`config.mk`:
```
export PLATFORM = sky130hd
export DESIGN_NAME = ats_top
export DESIGN_NICKNAME = d
export VERILOG_FILES = /design/src/hw/ats_pkg.sv /design/src/hw/ats_top.sv
export VERILOG_INCLUDE_DIRS = /design/src /design/src/hw
export SDC_FILE = /design/constraint.sdc
export NUM_CORES = 1
export LEC_CHECK = 0
export ABC_AREA = 1
export BUFFER_PORTS_ARGS = -buffer_cell sky130_fd_sc_hd__buf_4
export CORE_ASPECT_RATIO = 1.2
export CORE_UTILIZATION = 35
export CTS_CLUSTER_DIAMETER = 30
export DETAILED_ROUTE_END_ITERATION = 16
export PLACE_DENSITY = 0.6
export SETUP_SLACK_MARGIN = 0.2
export SLEW_MARGIN = 20
export SYNTH_ARGS = -nofsm -noshare
export SYNTH_HDL_FRONTEND = slang
export SYNTH_SLANG_ARGS = --single-unit
```
`constraint.sdc`:
```
create_clock -name core_clk -period 9.1 [get_ports core_clk]
set_input_delay 0.91 -clock core_clk [delete_from_list [all_inputs] [get_ports core_clk]]
set_output_delay 0.91 -clock core_clk [all_outputs]
set_load 0.05 [all_outputs]
```
`src/hw/ats_params.svh`:
```
// Constants of the acquisition trigger sequencer: offsets, fields, resets, timing.
// Assumes a 40 MHz core clock; included by the package and the top module.
`ifndef ATS_PARAMS_SVH
`define ATS_PARAMS_SVH
`define ATS_CLK_HZ          40000000
`define ATS_TICK_US         1
`define ATS_TICK_CYC        ((`ATS_CLK_HZ / 1000000) * `ATS_TICK_US)
`define ATS_CLK_PER_NS      25
`define ATS_EVT_MIN_NS      20
`define ATS_EVT_MAX_NS      30
`define ATS_EVT_CYC         ((`ATS_EVT_MIN_NS + `ATS_CLK_PER_NS - 1) / `ATS_CLK_PER_NS)
`define ATS_B1_LIMIT_US     218
`define ATS_B1_BASE_US      219
`define ATS_B1_SHORT_US     1
`define ATS_FINAL_BUSY_US   218
`define ATS_ACQ_MAX_US      335500
`define ATS_INT_MAX_US      6000000
`define ATS_OFF_CTRL        8'h00
`define ATS_OFF_STATUS      8'h04
`define ATS_OFF_ACQ         8'h08
`define ATS_OFF_INTEG       8'h0C
`define ATS_OFF_SSDLY       8'h10
`define ATS_OFF_SSW         8'h14
`define ATS_OFF_CSPER       8'h18
`define ATS_CTRL_MODE_LSB   0
`define ATS_CTRL_SWTRIG_BIT 4
`define ATS_STAT_BUSY_BIT   0
`define ATS_STAT_INTEG_BIT  1
`define ATS_MODE_SW         2'h0
`define ATS_MODE_EDGE       2'h1
`define ATS_MODE_LEVEL      2'h2
`define ATS_INTEG_RST       32'h000003E8
`define ATS_ZERO_RST        32'h00000000
`endif

```
`src/hw/ats_pkg.sv`:
```
// Types of the acquisition trigger sequencer.
// Assumes nothing beyond the params header.
`include "ats_params.svh"
package ats_pkg;
   typedef enum logic [1:0] {S_IDLE, S_BUSY1, S_INTEG, S_BUSY2} ats_state_e;
   typedef logic [1:0] ats_mode_t;
endpackage

```
`src/hw/ats_top.sv`:
```
// Acquisition trigger sequencer with APB registers and strobe outputs.
// Assumes ext_trig synchronous to core_clk and an APB master on core_clk.
// How it works
// - Edge mode: rising external trigger edge starts an acquisition cycle.
// - Trigger event registered 20 to 30 ns after the rising edge.
// - Cycle: initial busy plus delay, integration, final busy, then end.
// - Acquisition delay programmable 0 to 335500 us in 1 us steps.
// - Integration time programmable in 1 us steps, up to 6 s.
// - Initial busy 1 us if integration >= 218 us, else 219 minus it.
// - Single strobe delay counts from the trigger event, not integration.
// - Single strobe high time set by programmable width in 1 us steps.
// - Single strobe forced low when integration ends.
// - Pulse train starts when integration starts.
// - Only complete pulse train periods fit within integration.
// - Pulse train only when its period is shorter than integration.
// - Pulse train 50% duty; off and low if next period cannot finish.
// - One single strobe per cycle, rising when its delay expires.
// - Modes software, edge, level (level starts on the rising edge, as edge does); software is the reset default.
//
// Local design decisions: the APB slave port and the register offsets.
`timescale 1ns/10ps
`include "ats_params.svh"
module ats_top
   import ats_pkg::*;
#(
   parameter int TICK_CYC      = `ATS_TICK_CYC,
   parameter int FINAL_BUSY_US = `ATS_FINAL_BUSY_US,
   parameter int ACQ_W         = 19,
   parameter int INT_W         = 23,
   parameter int EL_W          = 24
) (
   input  wire logic        core_clk,
   input  wire logic        rst,
   input  wire logic        ce,
   input  wire logic        psel,
   input  wire logic        penable,
   input  wire logic        pwrite,
   input  wire logic [7:0]  paddr,
   input  wire logic [31:0] pwdata,
   output logic      [31:0] prdata,
   output logic             pready,
   output logic             pslverr,
   input  wire logic        ext_trig,
   output logic             single_strobe,
   output logic             pulse_train,
   output logic             acq_busy,
   output logic             integrating
);
   localparam logic [7:0] TICK_LAST = 8'(TICK_CYC - 1);

   ats_state_e       st_q;
   ats_mode_t        mode_q;
   logic [ACQ_W-1:0] acq_q;
   logic [INT_W-1:0] integ_q;
   logic [INT_W-1:0] int_snap_q;
   logic [EL_W-1:0]  ssdly_q;
   logic [EL_W-1:0]  ssw_q;
   logic [INT_W-1:0] csper_q;
   logic [INT_W-1:0] per_snap_q;
   logic             sw_req_q;
   logic             trig_prev_q;
   logic             evt_q;
   logic [7:0]       presc_q;
   logic [EL_W-1:0]  cnt_q;
   logic [EL_W-1:0]  el_q;
   logic [INT_W-1:0] cs_pos_q;
   logic             cs_on_q;
   logic [INT_W-1:0] b1_q;
   logic [31:0]      prdata_q;
   logic             pready_q;
   logic             pslverr_q;
   logic             ss_q;
   logic             cs_q;
   logic             busy_q;
   logic             integ_out_q;

   logic             edge_w;
   logic             trig_ok;
   logic             tick;
   logic [INT_W-1:0] b1_d;
   logic [EL_W-1:0]  cnt_nx;
   logic [EL_W-1:0]  b1_end;
   logic             wr_en;
   logic             mapped;
   logic [31:0]      rd_d;
   logic [EL_W-1:0]  rem_after;
   logic [31:0]      pos_cyc;
   logic [31:0]      half_cyc;

   assign prdata        = prdata_q;
   assign pready        = pready_q;
   assign pslverr       = pslverr_q;
   assign single_strobe = ss_q;
   assign pulse_train   = cs_q;
   assign acq_busy      = busy_q;
   assign integrating   = integ_out_q;

   // Edge seen in the clock it arrives; event lands one clock (25 ns) after the edge
   assign edge_w  = ext_trig && !trig_prev_q;
   assign trig_ok = (st_q == S_IDLE) && !evt_q &&
                    (((mode_q != `ATS_MODE_SW) && edge_w) ||
                     ((mode_q == `ATS_MODE_SW) && sw_req_q));
   assign tick    = ce && (presc_q == TICK_LAST);
   assign cnt_nx  = cnt_q + EL_W'(1);

   // Short-busy variant: busy shrinks as integration nears the limit
   always_comb begin
      if (integ_q >= INT_W'(`ATS_B1_LIMIT_US)) begin
         b1_d = INT_W'(`ATS_B1_SHORT_US);
      end else begin
         b1_d = INT_W'(`ATS_B1_BASE_US) - integ_q;
      end
   end
   assign b1_end = EL_W'(b1_q) + EL_W'(acq_q);

   assign rem_after = EL_W'(int_snap_q) - cnt_nx;
   assign pos_cyc   = 32'(cs_pos_q) * 32'(TICK_CYC) + 32'(presc_q);
   assign half_cyc  = (32'(per_snap_q) * 32'(TICK_CYC)) >> 1;

   // APB: one wait state, answer in the second access cycle
   assign wr_en  = ce && psel && penable && pready_q && pwrite;
   assign mapped = (paddr == `ATS_OFF_CTRL) || (paddr == `ATS_OFF_STATUS) ||
                   (paddr == `ATS_OFF_ACQ) || (paddr == `ATS_OFF_INTEG) ||
                   (paddr == `ATS_OFF_SSDLY) || (paddr == `ATS_OFF_SSW) ||
                   (paddr == `ATS_OFF_CSPER);

   always_comb begin
      case (paddr)
         `ATS_OFF_CTRL:   rd_d = {30'h00000000, mode_q};
         `ATS_OFF_STATUS: rd_d = {30'h00000000, integ_out_q, busy_q};
         `ATS_OFF_ACQ:    rd_d = 32'(acq_q);
         `ATS_OFF_INTEG:  rd_d = 32'(integ_q);
         `ATS_OFF_SSDLY:  rd_d = 32'(ssdly_q);
         `ATS_OFF_SSW:    rd_d = 32'(ssw_q);
         `ATS_OFF_CSPER:  rd_d = 32'(csper_q);
         default:         rd_d = 32'h00000000;
      endcase
   end

   always_ff @(posedge core_clk) begin
      if (rst) begin
         pready_q  <= 1'b0;
         pslverr_q <= 1'b0;
         prdata_q  <= 32'h00000000;
      end else if (ce) begin
         pready_q  <= psel && penable && !pready_q;
         pslverr_q <= psel && penable && !pready_q && !mapped;
         if (psel && !penable && !pwrite) begin
            prdata_q <= rd_d;
         end
      end
   end

   // Timing settings; integration and period changes take effect at the next trigger event, delay and strobe changes at once
   always_ff @(posedge core_clk) begin
      if (rst) begin
         mode_q  <= `ATS_MODE_SW;
         acq_q   <= ACQ_W'(`ATS_ZERO_RST);
         integ_q <= INT_W'(`ATS_INTEG_RST);
         ssdly_q <= EL_W'(`ATS_ZERO_RST);
         ssw_q   <= EL_W'(`ATS_ZERO_RST);
         csper_q <= INT_W'(`ATS_ZERO_RST);
      end else if (wr_en) begin
         case (paddr)
            `ATS_OFF_CTRL:  mode_q  <= pwdata[`ATS_CTRL_MODE_LSB +: 2];
            `ATS_OFF_ACQ:   acq_q   <= pwdata[ACQ_W-1:0];
            `ATS_OFF_INTEG: integ_q <= pwdata[INT_W-1:0];
            `ATS_OFF_SSDLY: ssdly_q <= pwdata[EL_W-1:0];
            `ATS_OFF_SSW:   ssw_q   <= pwdata[EL_W-1:0];
            `ATS_OFF_CSPER: csper_q <= pwdata[INT_W-1:0];
            default: begin
            end
         endcase
      end
   end

   // Software trigger request lives one cycle; dropped if a cycle runs
   always_ff @(posedge core_clk) begin
      if (rst) begin
         sw_req_q <= 1'b0;
      end else if (ce) begin
         sw_req_q <= wr_en && (paddr == `ATS_OFF_CTRL) &&
                     pwdata[`ATS_CTRL_SWTRIG_BIT];
      end
   end

   always_ff @(posedge core_clk) begin
      if (rst) begin
         trig_prev_q <= 1'b0;
         evt_q       <= 1'b0;
      end else if (ce) begin
         trig_prev_q <= ext_trig;
         evt_q       <= trig_ok;
      end
   end

   // Sequencer; prescaler restarts at the event so no tick jitter
   always_ff @(posedge core_clk) begin
      if (rst) begin
         st_q       <= S_IDLE;
         presc_q    <= 8'h00;
         cnt_q      <= EL_W'(`ATS_ZERO_RST);
         el_q       <= EL_W'(`ATS_ZERO_RST);
         b1_q       <= INT_W'(`ATS_ZERO_RST);
         int_snap_q <= INT_W'(`ATS_ZERO_RST);
         per_snap_q <= INT_W'(`ATS_ZERO_RST);
      end else if (ce) begin
         if (st_q == S_IDLE) begin
            presc_q <= 8'h00;
         end else if (tick) begin
            presc_q <= 8'h00;
         end else begin
            presc_q <= presc_q + 8'h01;
         end
         if (tick) begin
            el_q <= el_q + EL_W'(1);
         end
         case (st_q)
            S_IDLE: begin
               if (evt_q) begin
                  st_q       <= S_BUSY1;
                  cnt_q      <= EL_W'(`ATS_ZERO_RST);
                  el_q       <= EL_W'(`ATS_ZERO_RST);
                  b1_q       <= b1_d;
                  int_snap_q <= integ_q;
                  per_snap_q <= csper_q;
               end
            end
            S_BUSY1: begin
               if (tick) begin
                  if (cnt_nx >= b1_end) begin
                     st_q  <= S_INTEG;
                     cnt_q <= EL_W'(`ATS_ZERO_RST);
                  end else begin
                     cnt_q <= cnt_nx;
                  end
               end
            end
            S_INTEG: begin
               if (tick) begin
                  if (cnt_nx >= EL_W'(int_snap_q)) begin
                     st_q  <= S_BUSY2;
                     cnt_q <= EL_W'(`ATS_ZERO_RST);
                  end else begin
                     cnt_q <= cnt_nx;
                  end
               end
            end
            S_BUSY2: begin
               if (tick) begin
                  if (cnt_nx >= EL_W'(FINAL_BUSY_US)) begin
                     st_q  <= S_IDLE;
                     cnt_q <= EL_W'(`ATS_ZERO_RST);
                  end else begin
                     cnt_q <= cnt_nx;
                  end
               end
            end
            default: begin
               st_q <= S_IDLE;
            end
         endcase
      end
   end

   // Pulse train: each period starts only if it fits the time left
   always_ff @(posedge core_clk) begin
      if (rst) begin
         cs_pos_q <= INT_W'(`ATS_ZERO_RST);
         cs_on_q  <= 1'b0;
      end else if (ce) begin
         if (st_q == S_BUSY1 && tick && cnt_nx >= b1_end) begin
            cs_pos_q <= INT_W'(`ATS_ZERO_RST);
            cs_on_q  <= (per_snap_q != '0) && (per_snap_q < int_snap_q);
         end else if (st_q != S_INTEG) begin
            cs_on_q <= 1'b0;
         end else if (tick) begin
            if (cs_pos_q + INT_W'(1) >= per_snap_q) begin
               cs_pos_q <= INT_W'(`ATS_ZERO_RST);
               cs_on_q  <= cs_on_q && (rem_after >= EL_W'(per_snap_q));
            end else begin
               cs_pos_q <= cs_pos_q + INT_W'(1);
            end
         end
      end
   end

   // Outputs registered; they trail the state by one clock, except busy, which rises one clock after the event
   always_ff @(posedge core_clk) begin
      if (rst) begin
         ss_q        <= 1'b0;
         cs_q        <= 1'b0;
         busy_q      <= 1'b0;
         integ_out_q <= 1'b0;
      end else if (ce) begin
         ss_q <= ((st_q == S_BUSY1) || (st_q == S_INTEG)) &&
                 (el_q >= ssdly_q) && ((el_q - ssdly_q) < ssw_q);
         cs_q <= (st_q == S_INTEG) && cs_on_q && (pos_cyc < half_cyc);
         busy_q      <= (st_q != S_IDLE) || evt_q;
         integ_out_q <= (st_q == S_INTEG);
      end
   end
endmodule

```
## Word-level counts from Yosys, hierarchy flattened

Cells that the tools add are included.
Widths: inputs -> output; s select.

- Register bits: 307
- Input bits: 47
- Output and inout bits: 38
- Word-level logic and storage cells: 157

- Add/sub/neg operators: 9
- $mul: 2
- Magnitude comparators: 10
- Equal/unequal tests: 19
- Mux-type cells: 31
- Reduce and logical (&&, ||, !) cells: 61

Operators by type and width:

| cell | count |
|---|---|
| $mux 24 | 10 |
| $pmux 24 s7 | 1 |
| $mux 23 | 5 |
| $pmux 24 s4 | 1 |
| $mul 23x3->26 const B | 2 |
| $add 24x1->24 const B | 2 |
| $ge 24x23->1 | 2 |
| $ge 24x24->1 | 2 |
| $add 29x8->30 | 1 |
| $lt 30x28->1 | 1 |
| $logic_and 1x1->1 | 25 |
| $add 23x19->24 | 1 |
| $eq 8x5->1 const B | 3 |
| $ge 24x8->1 const B | 1 |
| $lt 24x24->1 | 1 |
| $sub 23x24->24 | 1 |
| $sub 24x24->24 | 1 |
| $add 23x1->23 const B | 1 |
| $ge 23x23->1 | 1 |
| $ge 23x8->1 const B | 1 |
| $lt 23x23->1 | 1 |
| $reduce_bool 23->1 | 1 |
| $sub 8x23->23 const A | 1 |
| $ne 2x2->1 const B | 9 |
| 20 further kinds | 57 |

## Depth between registers and ports, before layout

Gate-level depths: netlist of run 1.

- Depth in word-level cells: 9
- Gate-level depth with buffers: 32
- Gate-level depth less buffers: 32

## Worst setup path after synthesis of run 1

No wires, ideal clock.

- Path type: register to register
- From: register cs_pos_q[1]
- To: register cs_q (netlist: pulse_train)
- Library setup time: 0.073 ns
- Data arrival time: 4.057 ns
- Data required time: 9.027 ns
- Slack: 4.970 ns
- Cell stages (with the launch flop): 24
- Buffers on the path: 0
- Period minus slack after synthesis: 4.130 ns
- Path through: dfxtp_1 -> ha_1 -> ha_1 -> fa_1 -> ha_1 -> nand2_1 -> a21oi_1 -> nand3_1 -> inv_1 -> nand2_1 -> nor4_1 -> nand3_1 -> xor2_1 -> inv_1 -> ha_1 -> nand2_1 -> nor2_1 -> a2111oi_0 -> nand2_1 -> nand2_1 -> nand2_1 -> nand3_1 -> nand4_1 -> a21oi_1

- Word-level cells in the longest chain between the ends: 4

RTL lines:

| what | RTL line | RTL |
|---|---|---|
| from (decl) | ats_top.sv:66 | `logic [INT_W-1:0] cs_pos_q;` |
| from (signal assigned) | ats_top.sv:269 | `` cs_pos_q <= INT_W'(`ATS_ZERO_RST); `` |
| from (signal assigned) | ats_top.sv:273 | `` cs_pos_q <= INT_W'(`ATS_ZERO_RST); `` |
| from (signal assigned) | ats_top.sv:279 | `` cs_pos_q <= INT_W'(`ATS_ZERO_RST); `` |
| $mul 23x3->26 | ats_top.sv:117 | `assign pos_cyc = 32'(cs_pos_q) * 32'(TICK_CYC) + 32'(presc_q);` |
| $add 29x8->30 | ats_top.sv:117 |  |
| $lt 30x28->1 | ats_top.sv:298 | `cs_q <= (st_q == S_INTEG) && cs_on_q && (pos_cyc < half_cyc);` |
| $logic_and 1x1->1 | ats_top.sv:298 |  |
| to (signal assigned) | ats_top.sv:298 |  |
| to (decl) | ats_top.sv:73 | `logic cs_q;` |

No other way between the ends.
A chain may end at the register's enable or synchronous reset.

## Worst setup path in the final report of run 1

- From: register acq_q[0]
- To: register cs_on_q

- Word-level cells in the longest chain between the ends: 5
- Elaborated cells between the ends (all ways): 7
- Classes of those cells: add/sub: 1; order compare: 1; mux: 1; reduce/logical: 4

RTL lines:

| what | RTL line | RTL |
|---|---|---|
| from (decl) | ats_top.sv:53 | `logic [ACQ_W-1:0] acq_q;` |
| from (signal assigned) | ats_top.sv:158 | `` acq_q <= ACQ_W'(`ATS_ZERO_RST); `` |
| from (signal assigned) | ats_top.sv:166 | `` `ATS_OFF_ACQ: acq_q <= pwdata[ACQ_W-1:0]; `` |
| $add 23x19->24 (*) | ats_top.sv:114 | `assign b1_end = EL_W'(b1_q) + EL_W'(acq_q);` |
| $ge 24x24->1 (*) | ats_top.sv:272 | `if (st_q == S_BUSY1 && tick && cnt_nx >= b1_end) begin` |
| $logic_and 1x1->1 (*) | ats_top.sv:272 |  |
| $reduce_bool 3->1 (no line) | - |  |
| $reduce_and 3->1 (no line) | - |  |
| to (signal assigned) | ats_top.sv:274 | `cs_on_q <= (per_snap_q != '0) && (per_snap_q < int_snap_q);` |
| to (signal assigned) | ats_top.sv:280 | `cs_on_q <= cs_on_q && (rem_after >= EL_W'(per_snap_q));` |
| to (decl) | ats_top.sv:67 | `logic cs_on_q;` |

Mark *: on every way between the ends. The rest lies on a longest branch, timed or not.

==> results of run 1 <==
-- path summary, 6_finish.rpt --
path                                            start               endpoint  slack [ns]  depth (start not counted)
worst max-delay path            acq_q[0]$_SDFFE_PP0P_   cs_on_q$_SDFFE_PP0P_        3.75                         29
worst min-delay path            b1_q[15]$_SDFFE_PP0P_  b1_q[15]$_SDFFE_PP0P_        0.43                          2
worst max register to register  acq_q[0]$_SDFFE_PP0P_   cs_on_q$_SDFFE_PP0P_        3.75                         29
worst min register to register  b1_q[15]$_SDFFE_PP0P_  b1_q[15]$_SDFFE_PP0P_        0.43                          2
-- synthesized netlist by cell type, types with 37 or more instances --
| cell | number |
|---|---|
| nand2_1 | 551 |
| inv_1 | 480 |
| a21oi_1 | 345 |
| ha_1 | 302 |
| dfxtp_1 | 299 |
| nor2_1 | 224 |
| o21ai_0 | 216 |
| nand3_1 | 116 |
| xor2_1 | 111 |
| clkbuf_1 | 78 |
| o22ai_1 | 76 |
| nand4_1 | 60 |
| nor3_1 | 47 |
| xnor2_1 | 45 |
| o211ai_1 | 37 |
-- worst max-delay path, delay by kind of cell (launching register included) --
kind,cells,cell delay [ns]
compound gates,5,1.12
xor+xnor,1,0.13
fa+ha+maj,3,0.85
buf+inv,4,0.32
flops,1,0.36
simple gates,16,2.47
-- layout make-up --
class / instances / area (µm²) / share of cell area [%]
Tap cell: 832 / 1040 / 3.89
Inverter: 485 / 1820 / 6.81
Sequential cell: 299 / 5990 / 22.4
Antenna cell: 1 / 2.50 / 0.00935
Clock inverter: 40 / 499 / 1.86
Timing Repair Buffer: 83 / 623 / 2.33
Clock buffer: 95 / 2100 / 7.86
Multi-Input combinational cell: 2354 / 14700 / 54.9
-- cells by family after synthesis --
kind of cell	after synthesis
AND/OR/NAND/NOR	1089
adder cells (fa/ha/maj)	308
AO/OA/AOI/OAI	791
flip-flops	299
buffers and inverters	582
other	1
XOR/XNOR	158
-- registers in the layout (all words and copies together) (netlist names), 2 cells and up --
register    cells
presc_q         8
integ_q        23
mode_q          2
st_q            2
cs_pos_q       23
csper_q        23
per_snap_q     23
el_q           24
acq_q          19
ssdly_q        24
cnt_q          24
int_snap_q     23
ssw_q          24
b1_q           23
prdata         24
-- layer usage --
metal	global-route usage, %	routed length [µm]
met1	24.0	29600
met2	38.0	34500
met3	2.94	2740
met4	9.54	2790
met5	0	0
-- report_power, final --
| part | total (mW) | internal (mW) | switching, mW |
|---|---|---|---|
| Clock | 2.72 | 1.88 | 0.841 |
| Sequential | 1.32 | 1.32 | 0.00237 |
| Combinational | 0.111 | 0.0270 | 0.0841 |
-- metrics by stage --
stage	power [mW]	setup slack, ns	cells	util [%]
after CTS	4.18	3.65	4188	41.4
final	4.15	3.75	4189	41.5
after global placement	1.45	3.71	4053	37.4
after global routing	4.27	3.24	4188	41.4
after detailed placement	1.45	3.67	4053	37.4
after floorplan	1.41	4.97	3235	-
-- cells in the final DEF (no fill, tap or decap), types with 45 or more instances in the layout --
cell / netlist / routed
xnor2_1: 45 / 45
clkbuf_16: 0 / 77
o22ai_1: 76 / 76
a21oi_1: 345 / 345
o21ai_0: 216 / 216
nand4_1: 60 / 60
dfxtp_1: 299 / 299
nand3_1: 116 / 116
ha_1: 302 / 302
nor3_1: 47 / 45
buf_4: 8 / 83
nor2_1: 224 / 220
nand2_1: 551 / 550
inv_1: 480 / 479
xor2_1: 111 / 111
==> results.md, run 1 <==
### Status
* finished clean — result of the run

### STA
* 5.35 ns — post-layout min period
* 0.0316 ns — worst clock skew
* 0 — number of pins exceeding their max-slew limit in the final report
* 0 — hold violation total from the final report
* 28.9% — tightest slew margin relative to the limit
* 1.07 ns — Worst-Margin Slew
* 0 ns — setup_tns
* 58.8% — share of the clock period used by the worst path
* 187 MHz — Max Clock Freq
* no — unrepaired setup endpoints after global routing
* 0.428 ns — hold_ws
* 0 — Finish-stage setup viols

### Clock network
* 3 — Longest Clk Path Bufs
* 0.04 ns — Reg clk slew, reported paths
* 0.61 ns — worst skew pair latency
* 3 — CTS H-tree lvls
* clkbuf_16 — clk root buf
* 299 — count of clock tree sinks
* 0 — CTS Hold Buffers Added
* 0 — number of post-CTS setup repair buffers
* 0 — number of gates resized after CTS
* 75 — number of buffers inserted during clock tree synthesis
* built — TritonCTS clock tree

### Yosys
* dfxtp_1 — Synth area leader
* 3228 — Syn Inst Count
* 0 — number of warning messages in the yosys log
* 26.2% — sequential fraction of the synthesis area
* 6.11% — xor/xnor share of the synthesized area
* 21.2% — fraction of the mapped netlist area in simple logic gates
* 17.0% — Post-Synth Adder-Cell Area
* 0 — Post-synth EDFFs
* 0% — share of synthesized area spent on multiplexers
* 58 — post-synthesis cell type count
* dfxtp_1 — top flip-flop cell by instance count after synthesis
* dfxtp_1 26%, ha_1 17%, nand2_1 9.0% — top post-synthesis cells by area
* 19.7% — compound-cell area share of the yosys netlist
* simple AND/OR/NAND/NOR gates — main combinational cell family by area after synthesis
* 7.09 µm² — synthesized area per cell
* 0.0229 mm² — post-synthesis instance area
* 26.2% — fraction of post-synthesis cell area in the top cell type by area
* 0% — Async SR Flop Fraction
* 299 — post-synthesis register bit count

### Floorplan
* 282 µm — height of the die
* 0.0664 mm² — die footprint
* 0.0646 mm² — Placeable Area
* 35.4% — Initial Utilization
* 85 — I/O pins
* 102 — Row Count
* 235 µm — DIE WIDTH

### Worst setup path
* 5.83 ns — Worst Path Arrival
* 9.59 ns — critical path data required time
* flip-flop to flip-flop — critical path type
* 25 — worst-path maximum fanout
* flip-flop — kind of start point of the critical path
* nor4_1 — slowest stage cell, crit path
* flip-flop — crit path capture type
* 0.52 ns — Max stage delay on crit path

### Placed design
* 68 — quantity of I/O buffers inserted on ports
* 54700 µm — final HPWL from detailed placement
* 0.882 — final RePlAce weighted congestion
* 0.0242 mm² — Post-Place Cell Area

### GRT
* 109000 µm — global-route wire length before repair
* 20.8% — global-route usage over all layers
* 112 — pin count of the biggest net entering global routing
* 21090 — vias in the first global route
* 1 — initial antenna violation count
* 0 — overflow left after global routing

### Routing
* 5.15 — vias per cell
* 6 — number of detailed-routing iterations run before antenna repair
* 1357 — DRC marker count from the first detailed-route iteration
* 0 — remaining routing DRC violations
* 69600 µm — routed wire length
* 16.6 µm — post-detailed-route wirelength per cell
* 0 — antenna viol nets, final
* 21571 — via count

### Finish
* 8.91% — layout cell share with drive strength beyond 1
* 0.0268 mm² — finished layout cell area
* 17.0% — Area Growth Syn to Fin
* 3653 — Post-layout nets
* 6724 — filler cell count

### Pwr
* 0.228 mV — maximum resistive drop on vdd
* 155 mW/mm² — power density of the placed cells
* 12.3 nW — leakage dissipation

### Run
* 0 — max cap viols

### Worst hold path
* flip-flop to flip-flop — worst min-delay path category

(Power assumes the default switching activity.)
==> run 2, diff against run 1 <==
--- a/config.mk
+++ b/config.mk
@@ -12,7 +12,7 @@
 export CORE_UTILIZATION = 35
 export CTS_CLUSTER_DIAMETER = 30
 export DETAILED_ROUTE_END_ITERATION = 16
-export PLACE_DENSITY = 0.6
+export PLACE_DENSITY = 0.62
 export SETUP_SLACK_MARGIN = 0.2
 export SLEW_MARGIN = 20
 export SYNTH_ARGS = -nofsm -noshare
==> constraint.sdc (replaced) <==
create_clock -name core_clk -period 4.9 [get_ports core_clk]
set_input_delay 0.49 -clock core_clk [delete_from_list [all_inputs] [get_ports core_clk]]
set_output_delay 0.49 -clock core_clk [all_outputs]
set_load 0.05 [all_outputs]
==> run 2 against run 1 <==
Critical path depth is 5 lower. Total power is 77% higher. Clock power is 73% higher. Worst hold slack worse by 0.29 ns. First-iteration DRC count is 6.3% lower. Sequential cell count stayed put. Largest cell class unchanged.
==> results.md, run 2 (same netlist as run 1, synthesis figures left out) <==
### Clock network
* clkbuf_16 — clk root buf
* 0.05 ns — Reg clk slew, reported paths
* built — TritonCTS clock tree
* 299 — count of clock tree sinks
* 3 — Longest Clk Path Bufs
* 72 — number of buffers inserted during clock tree synthesis
* 3 — CTS H-tree lvls
* 0.61 ns — worst skew pair latency

### Floorplan
* 235 µm — DIE WIDTH
* 85 — I/O pins
* 0.0664 mm² — die footprint
* 282 µm — height of the die
* 102 — Row Count
* 0.0646 mm² — Placeable Area
* 35.4% — Initial Utilization

### Finish
* 0.00599 mm² — Reg area
* 0.0148 mm² — area of combinational cells with multiple inputs
* 547 x nand2_1, 478 x inv_1, 342 x a21oi_1, 302 x ha_1, 297 x dfxtp_1 — commonest non-fill, non-tap cells in the layout
* nand2_1 — leading cell type in the layout, fill and taps excluded
* 3688 — Post-layout nets
* 18.3% — Area Growth Syn to Fin
* 10.5% — layout cell share with drive strength beyond 1
* 6689 — filler cell count
* 0.0271 mm² — finished layout cell area
* 41.9% — Final Core Density

### Worst setup path
* flip-flop — crit path capture type
* 4.97 ns — Worst Path Arrival
* 5.41 ns — critical path data required time
* cs_pos_q[1]$_SDFFE_PP0P_ — Critical R2R Launch
* flip-flop — kind of start point of the critical path
* 3 — worst-path maximum fanout
* cs_pos_q[1]$_SDFFE_PP0P_ — crit path launch
* flip-flop to flip-flop — critical path type

### GRT
* 21.0% — global-route usage over all layers
* 1 — initial antenna violation count
* 111000 µm — global-route wire length before repair
* 21568 — vias in the first global route
* 117 — pin count of the biggest net entering global routing
* 0 — overflow left after global routing

### Run
* 0 — max cap viols

### STA
* 1.07 ns — Worst-Margin Slew
* 0 ns — setup_tns
* 0 — Finish-stage setup viols
* 28.7% — tightest slew margin relative to the limit
* 0 — hold violation total from the final report
* 0.143 ns — hold_ws
* 0.0383 ns — worst clock skew
* 224 MHz — Max Clock Freq
* 91.1% — share of the clock period used by the worst path
* 4.47 ns — post-layout min period
* yes — unrepaired setup endpoints after global routing
* 0 — number of pins exceeding their max-slew limit in the final report

### Routing
* 5 — number of detailed-routing iterations run before antenna repair
* 16.6 µm — post-detailed-route wirelength per cell
* 5.15 — vias per cell
* 69900 µm — routed wire length
* 0 — remaining routing DRC violations
* 1272 — DRC marker count from the first detailed-route iteration
* 0 — antenna viol nets, final
* 21736 — via count

### Pwr
* 63.9% — relative contribution of the clock network to total power
* 272 mW/mm² — power density of the placed cells
* 23.9% — switching portion of total power
* 33.3% — proportion of power drawn by flip-flops and latches
* 5.60 mW — internal portion of total power
* 1.76 mW — reported net switching power
* 2.9% — combinational power share
* 12.5 nW — leakage dissipation
* 0.411 mV — maximum resistive drop on vdd

### Worst hold path
* pwdata[3] — Worst Hold Launch
* primary input to flip-flop — worst min-delay path category

### Placed design
* 68 — quantity of I/O buffers inserted on ports
* 0.881 — final RePlAce weighted congestion
* 0.0245 mm² — Post-Place Cell Area
* 54900 µm — final HPWL from detailed placement

### Status
* finished clean — result of the run

==> run 2: area by class of cell <==
cell class	count	share of cell area [%]
repair buffers	121	3.50
diodes	1	0.00925
clock buffers	90	7.36
clock inverters	35	1.57
well taps	832	3.85
inverters	485	6.73
flip-flops and latches	299	22.1
multi-input cells	2354	54.9
==> run 2: metal layers <==
metal | part of all wire [%] | vias up | GRT usage, %
met5 | 0 | - | 0
met4 | 4.3 | 0 | 10.6
met3 | 3.9 | 135 | 2.55
met2 | 50 | 452 | 38.7
met1 | 42 | 10020 | 23.8
li1 | - | 11129 | -
==> run 2: power by group through the flow <==
stage | logic (mW) | registers (mW) | clock network (mW)
final | 0.210 | 2.45 | 4.71
after global routing | 0.226 | 2.45 | 4.89
after CTS | 0.209 | 2.45 | 4.76
after detailed placement | 0.208 | 2.49 | 0
after global placement | 0.208 | 2.49 | 0
after floorplan | 0.120 | 2.50 | 0
==> run 2: stage by stage <==
| stage | std cells | worst slack (ns) | power (mW) |
|---|---|---|---|
| 3_3_place_gp | 4088 | 0.214 | 2.70 |
| 4_1_cts | 4213 | 0.215 | 7.42 |
| 6_report | 4217 | 0.435 | 7.36 |
| 5_1_grt | 4216 | 0.112 | 7.56 |
| 3_5_place_dp | 4088 | 0.191 | 2.70 |
| 2_1_floorplan | 3235 | 0.770 | 2.62 |
==> run 2: worst paths after layout <==
path,end,slack [ns],cells after the start
worst max-delay path,pulse_train$_SDFFE_PP0P_,0.43,24
worst min-delay path,integ_q[3]$_SDFFE_PP1P_,0.14,3
worst max register to register,pulse_train$_SDFFE_PP0P_,0.43,24
worst min register to register,b1_q[15]$_SDFFE_PP0P_,0.43,2
==> run 2: what timing repair did <==
action	in CTS	in global routing
hold buffers	0	0
endpoints found under the hold margin	0	0
pin swaps	0	7
buffers inserted	0	3
gates resized for setup	1	40
setup endpoints to repair	1	51
cloned	0	0
==> run 2: worst max-delay path, cell delays in order, from the launching register on <==
cell       delay [ns]
dfxtp_1          0.31
ha_1             0.29
ha_1             0.24
fa_2             0.42
ha_1             0.33
nand2_1          0.07
a21oi_1          0.23
nand3_1          0.15
inv_1            0.15
nand2_1          0.12
nor4_2           0.23
buf_4            0.16
nand3_1          0.07
xor2_1           0.14
inv_1            0.06
ha_1             0.34
nand2_1          0.09
nor2_1           0.06
a2111oi_2        0.28
nand2_1          0.12
nand2_1          0.07
nand2_1          0.04
nand3_1          0.06
nand4_1          0.18
a21oi_2          0.16
